<file path="src/hdl/osl_regs.svh">
// timing counts, limits and field widths of the overspeed limit monitor
`ifndef OSL_REGS_SVH
`define OSL_REGS_SVH

`define OSL_FREQ_W        16
`define OSL_WIN_W         6
`define OSL_CLK_PERIOD_NS 25
`define OSL_TICK_NS       1000000
`define OSL_TICK_CYCLES   (`OSL_TICK_NS / `OSL_CLK_PERIOD_NS)
`define OSL_ACK_MIN_MS    13'h00C8
`define OSL_ACK_MAX_MS    13'h1388
`define OSL_MS_PER_S      16'h03E8
`define OSL_WIN_MAX_S     6'h3C
`define OSL_AUTO_START    16'h000A
`define OSL_RANGE_LO      16'h3A98
`define OSL_RANGE_HI      16'h4650

`endif

</file>
<file path="src/hdl/osl_pkg.sv">
// types shared by the overspeed limit monitor
`include "osl_regs.svh"
package osl_pkg;

  // frequencies are unsigned, in units of 0.1 Hz
  typedef logic [`OSL_FREQ_W-1:0] osl_freq_t;

  typedef struct packed {
    osl_freq_t                upper_limit_mode_one; // first upper limit
    osl_freq_t                upper_limit_mode_two; // second upper limit
    osl_freq_t                lower_limit;          // zero disables lower check
    osl_freq_t                hysteresis;           // margin for re-close
    logic [`OSL_WIN_W-1:0]    startup_window_time;  // seconds, 0..60
    logic                     ack_auto;             // 1 automatic, 0 manual
    logic                     mode_switching;       // 1 limit select, 0 muting
    logic                     range_variant_hi;     // 1 wide measurable range
  } osl_cfg_t;

  typedef struct packed {
    logic over_trip;   // upper limit exceeded
    logic under_trip;  // below lower limit
    logic fault_trip;  // wire break or invalid sample
    logic window_trip; // start-up window expired
    logic muting;      // limit checking suppressed
    logic limit_two;   // second upper limit in force
  } osl_status_t;

  typedef enum logic [2:0] {
    OSL_OPEN    = 3'h1,
    OSL_STARTUP = 3'h2,
    OSL_RUN     = 3'h4
  } osl_state_t;

endpackage

</file>
<file path="src/hdl/osl_monitor.sv">
// overspeed limit monitor: limit checks, acknowledge, start-up window
// Function
// - frequency above active upper limit opens both enable channels at once
// - re-close after upper trip needs acknowledge and frequency below limit minus margin
// - muting with both mode inputs high closes outputs inside measurable range
// - wire-break and invalid measurement still trip during muting
// - mode inputs mute by default, select upper limit when switching configured
// - both mode inputs high selects second limit, otherwise first limit
// - first limit trip re-closes after acknowledge below first limit minus margin
// - second limit trip re-closes after acknowledge below first limit minus margin
// - window ending without exceeding lower limit plus margin opens outputs
// - start-up window configurable from zero to sixty seconds
// - start conditions ignored while the start-up window runs
// - manual acknowledge starts the window on the acknowledge falling edge
// - automatic acknowledge starts the window once frequency exceeds 1 Hz
// - zero window closes outputs only inside the permitted range
// - manual acknowledge pulse counts only when high 200 ms to 5 s
// - below lower limit opens outputs, re-close only after acknowledge
`timescale 1ns/1ps
`include "osl_regs.svh"
module osl_monitor #(
  parameter int TICK_CYCLES = `OSL_TICK_CYCLES // cycles per 1 ms tick
) (
  input  wire logic                 ref_clk,      // 40 MHz clock
  input  wire logic                 nrst,         // async reset, active low
  input  wire osl_pkg::osl_freq_t   freq,         // measured field frequency
  input  wire logic                 freq_valid,   // sample valid
  input  wire logic                 wire_break,   // wire-break detected
  input  wire logic                 ack_pin,      // acknowledge pin, async
  input  wire logic                 mode_input_a, // mode pin a, async
  input  wire logic                 mode_input_b, // mode pin b, async
  input  wire osl_pkg::osl_cfg_t    cfg,          // static configuration
  output logic                      enable_ch1,   // enable channel 1, 1 closed
  output logic                      enable_ch2,   // enable channel 2, 1 closed
  output osl_pkg::osl_status_t      status        // trip cause and mode
);

  // three-stage synchronisers for the pins; level taken once stages 2 and 3 agree
  logic [2:0] pin_raw;
  logic [2:0] s1_q, s2_q, s3_q, lvl_q, lvl_d;
  assign pin_raw = {mode_input_b, mode_input_a, ack_pin};
  for (genvar i = 0; i < 3; i++) begin : g_sync
    always_comb begin
      lvl_d[i] = (s2_q[i] == s3_q[i]) ? s3_q[i] : lvl_q[i];
    end
    always_ff @(posedge ref_clk or negedge nrst) begin
      if (!nrst) begin
        s1_q[i]  <= 1'b0;
        s2_q[i]  <= 1'b0;
        s3_q[i]  <= 1'b0;
        lvl_q[i] <= 1'b0;
      end else begin
        s1_q[i]  <= pin_raw[i];
        s2_q[i]  <= s1_q[i];
        s3_q[i]  <= s2_q[i];
        lvl_q[i] <= lvl_d[i];
      end
    end
  end

  logic ack_lvl, both_high;
  assign ack_lvl   = lvl_q[0];
  assign both_high = lvl_q[1] & lvl_q[2];

  logic mute, sel_two;
  assign mute    = both_high & ~cfg.mode_switching;
  assign sel_two = both_high & cfg.mode_switching;

  osl_pkg::osl_freq_t upper_act, range_max;
  assign upper_act = sel_two ? cfg.upper_limit_mode_two : cfg.upper_limit_mode_one;
  assign range_max = cfg.range_variant_hi ? `OSL_RANGE_HI : `OSL_RANGE_LO;

  // per-cycle comparisons, 17 bits so margins never wrap
  logic fault, over, under, in_range, below_one, above_lo_hys, above_start;
  assign fault        = wire_break | ~freq_valid;
  assign over         = mute ? (freq >= range_max) : (freq > upper_act);
  assign under        = ~mute && (cfg.lower_limit != '0) && (freq < cfg.lower_limit);
  assign in_range     = ~over & ~under;
  assign below_one    = ({1'b0, freq} + {1'b0, cfg.hysteresis}) < {1'b0, cfg.upper_limit_mode_one};
  assign above_lo_hys = {1'b0, freq} > ({1'b0, cfg.lower_limit} + {1'b0, cfg.hysteresis});
  assign above_start  = freq > `OSL_AUTO_START;

  // millisecond tick divider; one shared 1 ms tick keeps every timer counter narrow
  logic [15:0] div_q, div_d;
  logic        tick;
  assign tick = (div_q == 16'(TICK_CYCLES - 1));
  always_comb begin
    div_d = tick ? 16'h0000 : div_q + 16'h0001;
  end
  always_ff @(posedge ref_clk or negedge nrst) begin
    if (!nrst) div_q <= 16'h0000;
    else       div_q <= div_d;
  end

  // acknowledge pulse length, saturates just past the maximum
  logic [12:0] ack_ms_q, ack_ms_d;
  logic        ack_prev_q, ack_fall, ack_pulse_ok, ack_go;
  assign ack_fall     = ack_prev_q & ~ack_lvl;
  assign ack_pulse_ok = ack_fall && (ack_ms_q >= `OSL_ACK_MIN_MS) && (ack_ms_q <= `OSL_ACK_MAX_MS);
  assign ack_go       = cfg.ack_auto ? ack_lvl : ack_pulse_ok;
  always_comb begin
    ack_ms_d = ack_ms_q;
    if (!ack_lvl)
      ack_ms_d = 13'h0000;
    else if (tick && ack_ms_q <= `OSL_ACK_MAX_MS)
      ack_ms_d = ack_ms_q + 13'h0001;
  end
  always_ff @(posedge ref_clk or negedge nrst) begin
    if (!nrst) begin
      ack_ms_q   <= 13'h0000;
      ack_prev_q <= 1'b0;
    end else begin
      ack_ms_q   <= ack_ms_d;
      ack_prev_q <= ack_lvl;
    end
  end

  // window length in ms, clamped to sixty seconds
  logic [5:0]  win_s;
  logic [15:0] win_ms;
  assign win_s  = (cfg.startup_window_time > `OSL_WIN_MAX_S) ? `OSL_WIN_MAX_S : cfg.startup_window_time;
  assign win_ms = 16'({10'h000, win_s} * `OSL_MS_PER_S);

  // main state, window timer and trip causes
  osl_pkg::osl_state_t  st_q, st_d;
  osl_pkg::osl_status_t stat_q, stat_d;
  logic [15:0]          tmr_q, tmr_d;
  logic                 en_q, en_d, win_end, start_ok;
  assign win_end  = (tmr_q >= win_ms);
  // re-close always against first limit minus margin
  assign start_ok = ack_go && below_one && !fault && !over;

  always_comb begin
    st_d   = st_q;
    tmr_d  = tmr_q;
    stat_d = stat_q;
    stat_d.muting    = mute;
    stat_d.limit_two = sel_two;
    case (st_q)
      osl_pkg::OSL_OPEN: begin
        tmr_d = 16'h0000;
        // leave open state only on acknowledge
        if (start_ok) begin
          if (win_ms == 16'h0000 || mute) begin
            if (in_range) st_d = osl_pkg::OSL_RUN;
          end else if (!cfg.ack_auto || above_start) begin
            st_d = osl_pkg::OSL_STARTUP;
          end
        end
        if (st_d != osl_pkg::OSL_OPEN) stat_d = '{default: 1'b0, muting: mute, limit_two: sel_two};
      end
      osl_pkg::OSL_STARTUP: begin
        if (tick) tmr_d = tmr_q + 16'h0001;
        if (fault) begin
          st_d = osl_pkg::OSL_OPEN;
          stat_d.fault_trip = 1'b1;
        end else if (over) begin
          st_d = osl_pkg::OSL_OPEN;
          stat_d.over_trip = 1'b1;
        end else if (above_lo_hys || mute) begin
          st_d = osl_pkg::OSL_RUN;
        end else if (win_end) begin
          st_d = osl_pkg::OSL_OPEN;
          stat_d.window_trip = 1'b1;
        end
      end
      osl_pkg::OSL_RUN: begin
        if (fault) begin
          st_d = osl_pkg::OSL_OPEN;
          stat_d.fault_trip = 1'b1;
        end else if (over) begin
          st_d = osl_pkg::OSL_OPEN;
          stat_d.over_trip = 1'b1;
        end else if (under) begin
          st_d = osl_pkg::OSL_OPEN;
          stat_d.under_trip = 1'b1;
        end
      end
      default: st_d = osl_pkg::OSL_OPEN;
    endcase
    en_d = (st_d != osl_pkg::OSL_OPEN);
  end

  always_ff @(posedge ref_clk or negedge nrst) begin
    if (!nrst) begin
      st_q   <= osl_pkg::OSL_OPEN;
      tmr_q  <= 16'h0000;
      stat_q <= '0;
      en_q   <= 1'b0;
    end else begin
      st_q   <= st_d;
      tmr_q  <= tmr_d;
      stat_q <= stat_d;
      en_q   <= en_d;
    end
  end

  // both channels from one flop; redundancy lives in the relays outside
  assign enable_ch1 = en_q;
  assign enable_ch2 = en_q;
  assign status     = stat_q;
endmodule

</file>
<file path="config.mk">
export PLATFORM = sky130hd
export DESIGN_NAME = osl_monitor
export DESIGN_NICKNAME = d
export VERILOG_FILES = /design/src/hdl/osl_pkg.sv /design/src/hdl/osl_monitor.sv
export VERILOG_INCLUDE_DIRS = /design/src /design/src/hdl
export SDC_FILE = /design/constraint.sdc
export NUM_CORES = 1
export LEC_CHECK = 0
export BUFFER_PORTS_ARGS = -buffer_cell sky130_fd_sc_hd__buf_4
export CAP_MARGIN = 5
export CORE_MARGIN = 3
export CORE_UTILIZATION = 40
export CTS_CLUSTER_DIAMETER = 60
export CTS_CLUSTER_SIZE = 25
export DETAILED_ROUTE_END_ITERATION = 10
export MAX_ROUTING_LAYER = met4
export PLACE_DENSITY_LB_ADDON = 0.25
export SETUP_SLACK_MARGIN = 0.05
export SKIP_LAST_GASP = 1
export SLEW_MARGIN = 10
export SYNTH_ARGS = -nofsm -noshare
export SYNTH_HDL_FRONTEND = slang
export SYNTH_SLANG_ARGS = --single-unit
export TNS_END_PERCENT = 100
</file>
<file path="constraint.sdc">
create_clock -name ref_clk -period 3.55 [get_ports ref_clk]
set_input_delay 0.5325 -clock ref_clk [delete_from_list [all_inputs] [get_ports ref_clk]]
set_output_delay 0.5325 -clock ref_clk [all_outputs]
set_load 0.02 [all_outputs]
</file>
# --- Word-level counts from Yosys, hierarchy flattened ---
# Index checks and enable logic that the tools add are counted.
classes:
  n_bitwise: 12
  multipliers: 1
  eq_ne: 20
  magnitude_cmp: 10
  add_sub_neg: 5
  muxes: 39
  reduce_logical: 26
ops:
  columns: ["operator", "count"]
  rows:
  - ["16-bit 2-to-1 mux", 3]
  - ["3-bit 2-to-1 mux", 12]
  - ["16-bit by 16-bit adder with 17-bit output", 2]
  - ["16-bit by 1-bit adder with 16-bit output, second input constant", 2]
  - ["16-bit case mux with 2 select lines", 1]
  - ["13-bit 2-to-1 mux", 2]
  - ["2-bit inequality test, second input constant", 9]
  - ["16-bit by 17-bit greater-than comparator with 1-bit output", 1]
  - ["17-bit by 16-bit < comparator with 1-bit output", 1]
  - ["16-bit == test, second input constant", 1]
  - ["16-bit by 15-bit greater-or-equal comparator with 1-bit output", 1]
  - ["16-bit greater-or-equal comparator", 1]
  - ["16-bit greater-than comparator", 1]
  - ["16-bit by 4-bit greater-than comparator with 1-bit output, second input constant", 1]
  - ["16-bit logical NOT", 1]
  - ["16-bit < comparator", 1]
  - ["16-bit nonzero test", 1]
  - ["15-bit 2-to-1 mux", 1]
  - ["13-bit by 1-bit adder with 13-bit output, second input constant", 1]
  - ["13-bit by 8-bit greater-or-equal comparator with 1-bit output, second input constant", 1]
  - ["13-bit <= comparator, second input constant", 1]
  - ["6-bit by 7-bit multiplier with 13-bit output, second input constant", 1]
  - ["6-bit 2-to-1 mux", 2]
  - ["1-bit 2-to-1 mux", 11]
  - ["other kinds (25)", 54]
totals:
  out_inout_bits: 8
  word_cells: 137
  regBits: 68
  in_bits: 96

# --- Longest topological paths before layout ---
depth:
  ltp_word: 14
  depth_mapped: 24

# --- Least setup slack after synthesis ---
# No wires, ideal clock.
synth_timing:
  path_type: "in2reg"
  start: "in cfg[5] (netlist name)"
  end: "reg st_q[1]"
  path_slack_ns: -1.477
  setup_ns: 0.118
  arrival_ns: 4.909
  t_required_ns: 3.432
  stages: 22
  path_cell_list: "clkbuf_1 > nand3_1 > and2_1 > clkbuf_1 > nand2_1 > o21a_1 > ha_1 > inv_1 > fa_1 > fa_1 > inv_1 > ha_1 > nand3_1 > o211ai_1 > o41ai_1 > xnor2_1 > inv_1 > ha_1 > nand4_1 > o31ai_1 > nor3_1 > a21o_1"
synth_via:
  elab_chain_cells: 9
  elab_cells_between_ends: 14
  classes_between: "mul (1); order compare (2); mux (9); reduce/logical (2)"
synth_lines:
  columns: ["item", "line", "source"]
  rows:
  - ["from (decl)", "osl_monitor.sv:32", "input wire osl_pkg::osl_cfg_t cfg,"]
  - ["6-bit greater-than comparator (no line)", null, null]
  - ["6-bit 2-to-1 mux (*)", "osl_monitor.sv:121", "assign win_s = (cfg.startup_window_time > `OSL_WIN_MAX_S) ? `OSL_WIN_MAX_S : cfg.startup_window_time;"]
  - ["6-bit by 7-bit multiplier with 13-bit output (no line) (*)", null, null]
  - ["16-bit greater-or-equal comparator or 16-bit logical NOT (tied branches)", "osl_monitor.sv:129, osl_monitor.sv:144", null]
  - ["3-bit 2-to-1 mux or 1-bit logical OR (tied branches)", "osl_monitor.sv:162, osl_monitor.sv:144", null]
  - ["3-bit 2-to-1 mux (on tied branches)", "osl_monitor.sv:160, osl_monitor.sv:144", null]
  - ["3-bit 2-to-1 mux (on tied branches)", "osl_monitor.sv:157, osl_monitor.sv:143", null]
  - ["3-bit 2-to-1 mux (on tied branches)", "osl_monitor.sv:154, osl_monitor.sv:139", null]
  - ["3-bit case mux with 3 select lines (*)", "osl_monitor.sv:139", "case (st_q)"]
  - ["net st_d[1]", "osl_monitor.sv:125", "osl_pkg::osl_state_t st_q, st_d;"]
  - ["to (signal assigned)", "osl_monitor.sv:186", "st_q <= osl_pkg::OSL_OPEN;"]
  - ["to (signal assigned)", "osl_monitor.sv:191", "st_q <= st_d;"]
  - ["to (decl)", "osl_monitor.sv:125", null]
# The timed path passes the listed nets; every way through them passes the cells marked *. The select of a mux whose other input is x is not followed.
# A chain may end at the register's enable or synchronous reset.

# --- Final worst setup path ---
layout_timing:
  start: "in cfg[8] (netlist name)"
  end: "reg st_q[0]"
# Same word-level chain as after synthesis.

==> flow_results.org <==
** Yosys
- Count of mapped cells out of synthesis :: 883
- For this run, asynchronously set or reset flops after synthesis account for 100%.
- Synthesis instantiated 73 different standard cells from the library.
- Yosys synthesis warning count :: 0
- After synthesis, the mean cell area works out to between 8 and 9 um2.
- Summing the sequential cell areas from Yosys gives between 20 and 25% of the chip area.
- Summing every instance area after synthesis gives a little under 0.008 mm2.
- Post-synth net total :: between 1000 and 1500
- Counting flops and latches in the post-synthesis netlist gives between 60 and 70.
- Number of synthesized flops with an enable pin :: 0
- In the synthesized netlist the dominant register cell turns out to be dfrtp_1.

** Outcome
- Violated checks :: negative setup slack
- Status :: finished, violations left

** Worst setup path
- The worst register-to-register path has a setup slack of about 0.12 ns.
- Category of the critical setup timing path :: in -> reg
- Data arrival time of the critical path :: approximately 4.6 ns
- The worst setup path is captured at a flop.
- At the worst endpoint, the required time is 3.81 ns.
- Critical path peak fanout :: 3
- Category of the worst setup path launch point :: input port

** GRT
- The initial antenna violation count is 0.
- The first global-routing pass estimated about 35 mm of wire.
- All-layer global routing usage :: 21.2%
- Met1 demand-to-capacity share in global routing :: slightly below 30%
- Global routing used approximately 2.7% of the available met3 tracks.
- Entering global routing, the biggest net connects 69 pins.
- The via count of the first global-routing pass is slightly above 7000.
- In this run the most used layer during global routing was met2.
- Global routing finished with a remaining overflow of 0.
- For this run, global-route usage on met2 was measured as between 30% and 40%.

** Clocking
- CTS placed an instance of clkbuf_16 at the clock tree root.
- Clock-pin slew was measured on the worst setup and hold paths at about 0.060 ns.
- CTS tree :: done
- Number of sinks handled by clock tree synthesis :: 68
- The later pin in the worst-skew pair is clocked with a latency of 0.33 ns.
- H-tree levels :: 3
- CTS Buf Count :: 9
- Buffers inserted to repair hold after CTS numbered 0.
- Counting along the longest clock path gives a buffer depth of 2.

** Finish
- Synth-to-layout area growth :: 39.3%
- The final layout contains roughly 1400 nets.
- Of the cells placed in the final design, the portion with a size suffix greater than 1 is about a third.
- Commonest non-fill, non-tap cells in the layout :: buf_4, ha_1, inv_1
- The number of antenna diodes in the final layout is 0.
- Leading cell type in the layout, fill and taps excluded :: buf_4
- Counting the fill cells in the layout gives between 1500 and 2000.

** Floorplanning
- Effective utilization at floorplan :: 41.0%
- Die H :: about 140 um
- Area of the core :: between 0.015 and 0.02 mm2
- The die covers between 0.02 and 0.025 mm2.
- Number of placed I/O pins :: about 100
- Number of standard-cell rows in the floorplan :: 50
- The floorplan step set the die width to about 140 um.

** Pwr
- Power Dens Cells :: 365 mW/mm2
- IR Drop Worst-Case VDD :: between 0.0003 and 0.0004 V
- Total power for the finished layout comes to a little under 4 mW.
- Leakage power total :: approximately 5.5 nW

** Route
- Via/cell ratio :: about 5.3
- In this run the remaining antenna-violating nets after routing total 0.
- In the routed design, unresolved DRC markers number 0.
- Total via count in the routed design :: about 7300
- Wires add up to 21.5 mm.
- Initial drt markers :: ~320
- Initial DRT Pass Iterations :: 6
- Average routed wire per standard cell :: around 15 um

** STA
- Transition at the pin with the smallest max-transition slack :: ~0.85 ns
- The worst path uses 123% of the clock period.
- The final-report max-slew violation count came to 0.
- RSZ-0062 raised after global routing :: true
- For the final database, setup skew stands at about 0.0071 ns.
- F_max :: 228 MHz
- Final worst slack :: -0.828 ns
- Setup violations remaining at the end of the flow were counted as 8.
- The worst pin sits at a relative slew slack of between 40% and 50%.
- Final critical delay including setup and external delays :: 4.38 ns
- Final hold violations :: 0

** Placed design
- DPL Wire Length :: between 15 and 20 mm
- RD Place Congestion :: roughly 0.9
- Number of I/O port buffers :: roughly 100
- Prior to clock tree synthesis, the placed netlist has a worst setup slack of -1.24 ns.

** Worst hold path
- Hold WC Path Type :: in -> async

** Run
- Maxcap violations :: 0
-- final timing paths --
check	from	to	cells past startpoint
hold reg to reg	s1_q[1]	s2_q[1]	0
setup reg to reg	lvl_q[2]	st_q[1]	14
setup / recovery	cfg[8]	st_q[0]	24
max in group asynchronous	nrst	s1_q[2]	1
hold / removal	nrst	tmr_q[4]	1
min in group ref_clk	ack_pin	s1_q[0]	1
-- registers in the layout (all words and copies together), names as in the netlist --
register / flops
enable_ch1: 1
ack_lvl: 1
status: 6
div_q: 16
ack_prev_q: 1
s1_q: 3
s3_q: 3
tmr_q: 16
s2_q: 3
lvl_q: 2
st_q: 3
ack_ms_q: 13
-- stage by stage --
step / hold WS (ns) / instances / instance area (um2) / utilization (%) / setup TNS [ns]
4_1_cts: 0.306 / 1389 / 10600 / 56.5 / -5.32
2_1_floorplan: 0.237 / 883 / 7870 / - / -6.75
6_report: 0.314 / 1392 / 10700 / 57.0 / -5.73
5_1_grt: 0.304 / 1392 / 10700 / 57.0 / -7.22
3_3_place_gp: 0.336 / 1363 / 10000 / 53.5 / -8.90
3_5_place_dp: 0.341 / 1363 / 10000 / 53.5 / -9.36
-- area by class of cell --
cell class                 count  area [um2]  area share, %
inverter                      86         323           3.02
timing repair buffer         272        2060           19.3
clock inverter                 6        87.6          0.818
clock buffer                  10         229           2.14
tap                          234         293           2.73
multi-input combinational    716        6010           56.1
sequential                    68        1700           15.9
-- kinds of logic (layout without fill, tap and decap cells) --
| logic type | after synthesis | in the layout | share of synthesized area [%] |
|---|---|---|---|
| and+or+nand+nor | 278 | 278 | 19.1 |
| AOI/OAI and AO/OA | 188 | 188 | 16.4 |
| adders and majority gates | 158 | 158 | 26.7 |
| buffers and inverters | 99 | 374 | 4.88 |
| xor gates and xnor gates | 74 | 74 | 8.43 |
| DFF | 68 | 68 | 22.2 |
| muxes | 18 | 18 | 2.36 |
-- metal layers --
metal | vias up | wire [um]
li1 | 3715 | -
met2 | 175 | 9840
met3 | 26 | 1080
met4 | 0 | 316
met5 | - | 0
met1 | 3424 | 10200
-- cells in the mapped netlist, types with 9 or more instances --
master / instances / area share, %
a21oi_1: 60 / 3.9
nand2_1: 50 / 2.4
o21a_1: 9 / 0.88
xnor2_1: 33 / 3.8
nand2b_1: 14 / 1.1
nor3_1: 10 / 0.65
inv_1: 84 / 4.1
mux2i_1: 17 / 2.2
nand3_1: 38 / 2.5
nor2_1: 64 / 3.1
dfrtp_1: 67 / 22
xor2_1: 41 / 4.7
nor4_1: 15 / 1.2
o21ai_1: 13 / 0.85
nand4_1: 21 / 1.7
and3_1: 19 / 1.5
ha_1: 144 / 23
o21ai_0: 16 / 1.0
a21o_1: 23 / 2.2
fa_1: 11 / 2.9
clkbuf_1: 11 / 0.54
-- power breakdown --
group / leakage [nW] / internal, mW / switching [mW]
Sequential: 0.898 / 0.799 / 0.0200
Combinational: 4.46 / 1.07 / 1.08
Clock: 0.157 / 0.616 / 0.326
Total: 5.51 / 2.49 / 1.42
-- critical path: stages --
cell	delay, ns
buf_8	0.10
ha_4	0.16
nand3_4	0.06
and2_4	0.16
nand2_4	0.05
o21a_4	0.13
ha_4	0.25
inv_2	0.05
fa_2	0.42
fa_1	0.51
inv_2	0.05
ha_4	0.26
nand3_2	0.05
o211ai_1	0.26
o41ai_2	0.10
xnor2_1	0.23
inv_1	0.12
ha_4	0.24
a21oi_2	0.12
nand2_1	0.08
a21oi_2	0.19
o31ai_4	0.12
buf_4	0.15
a32o_1	0.23
-- timing repair --
item | 4_1_cts | 5_1_grt
setup endpoints to repair | 8 | 8
gates resized for setup | 29 | 17
setup buffers | 10 | 3
pin swaps | 41 | 19
Power figures use the tool's default switching activity.
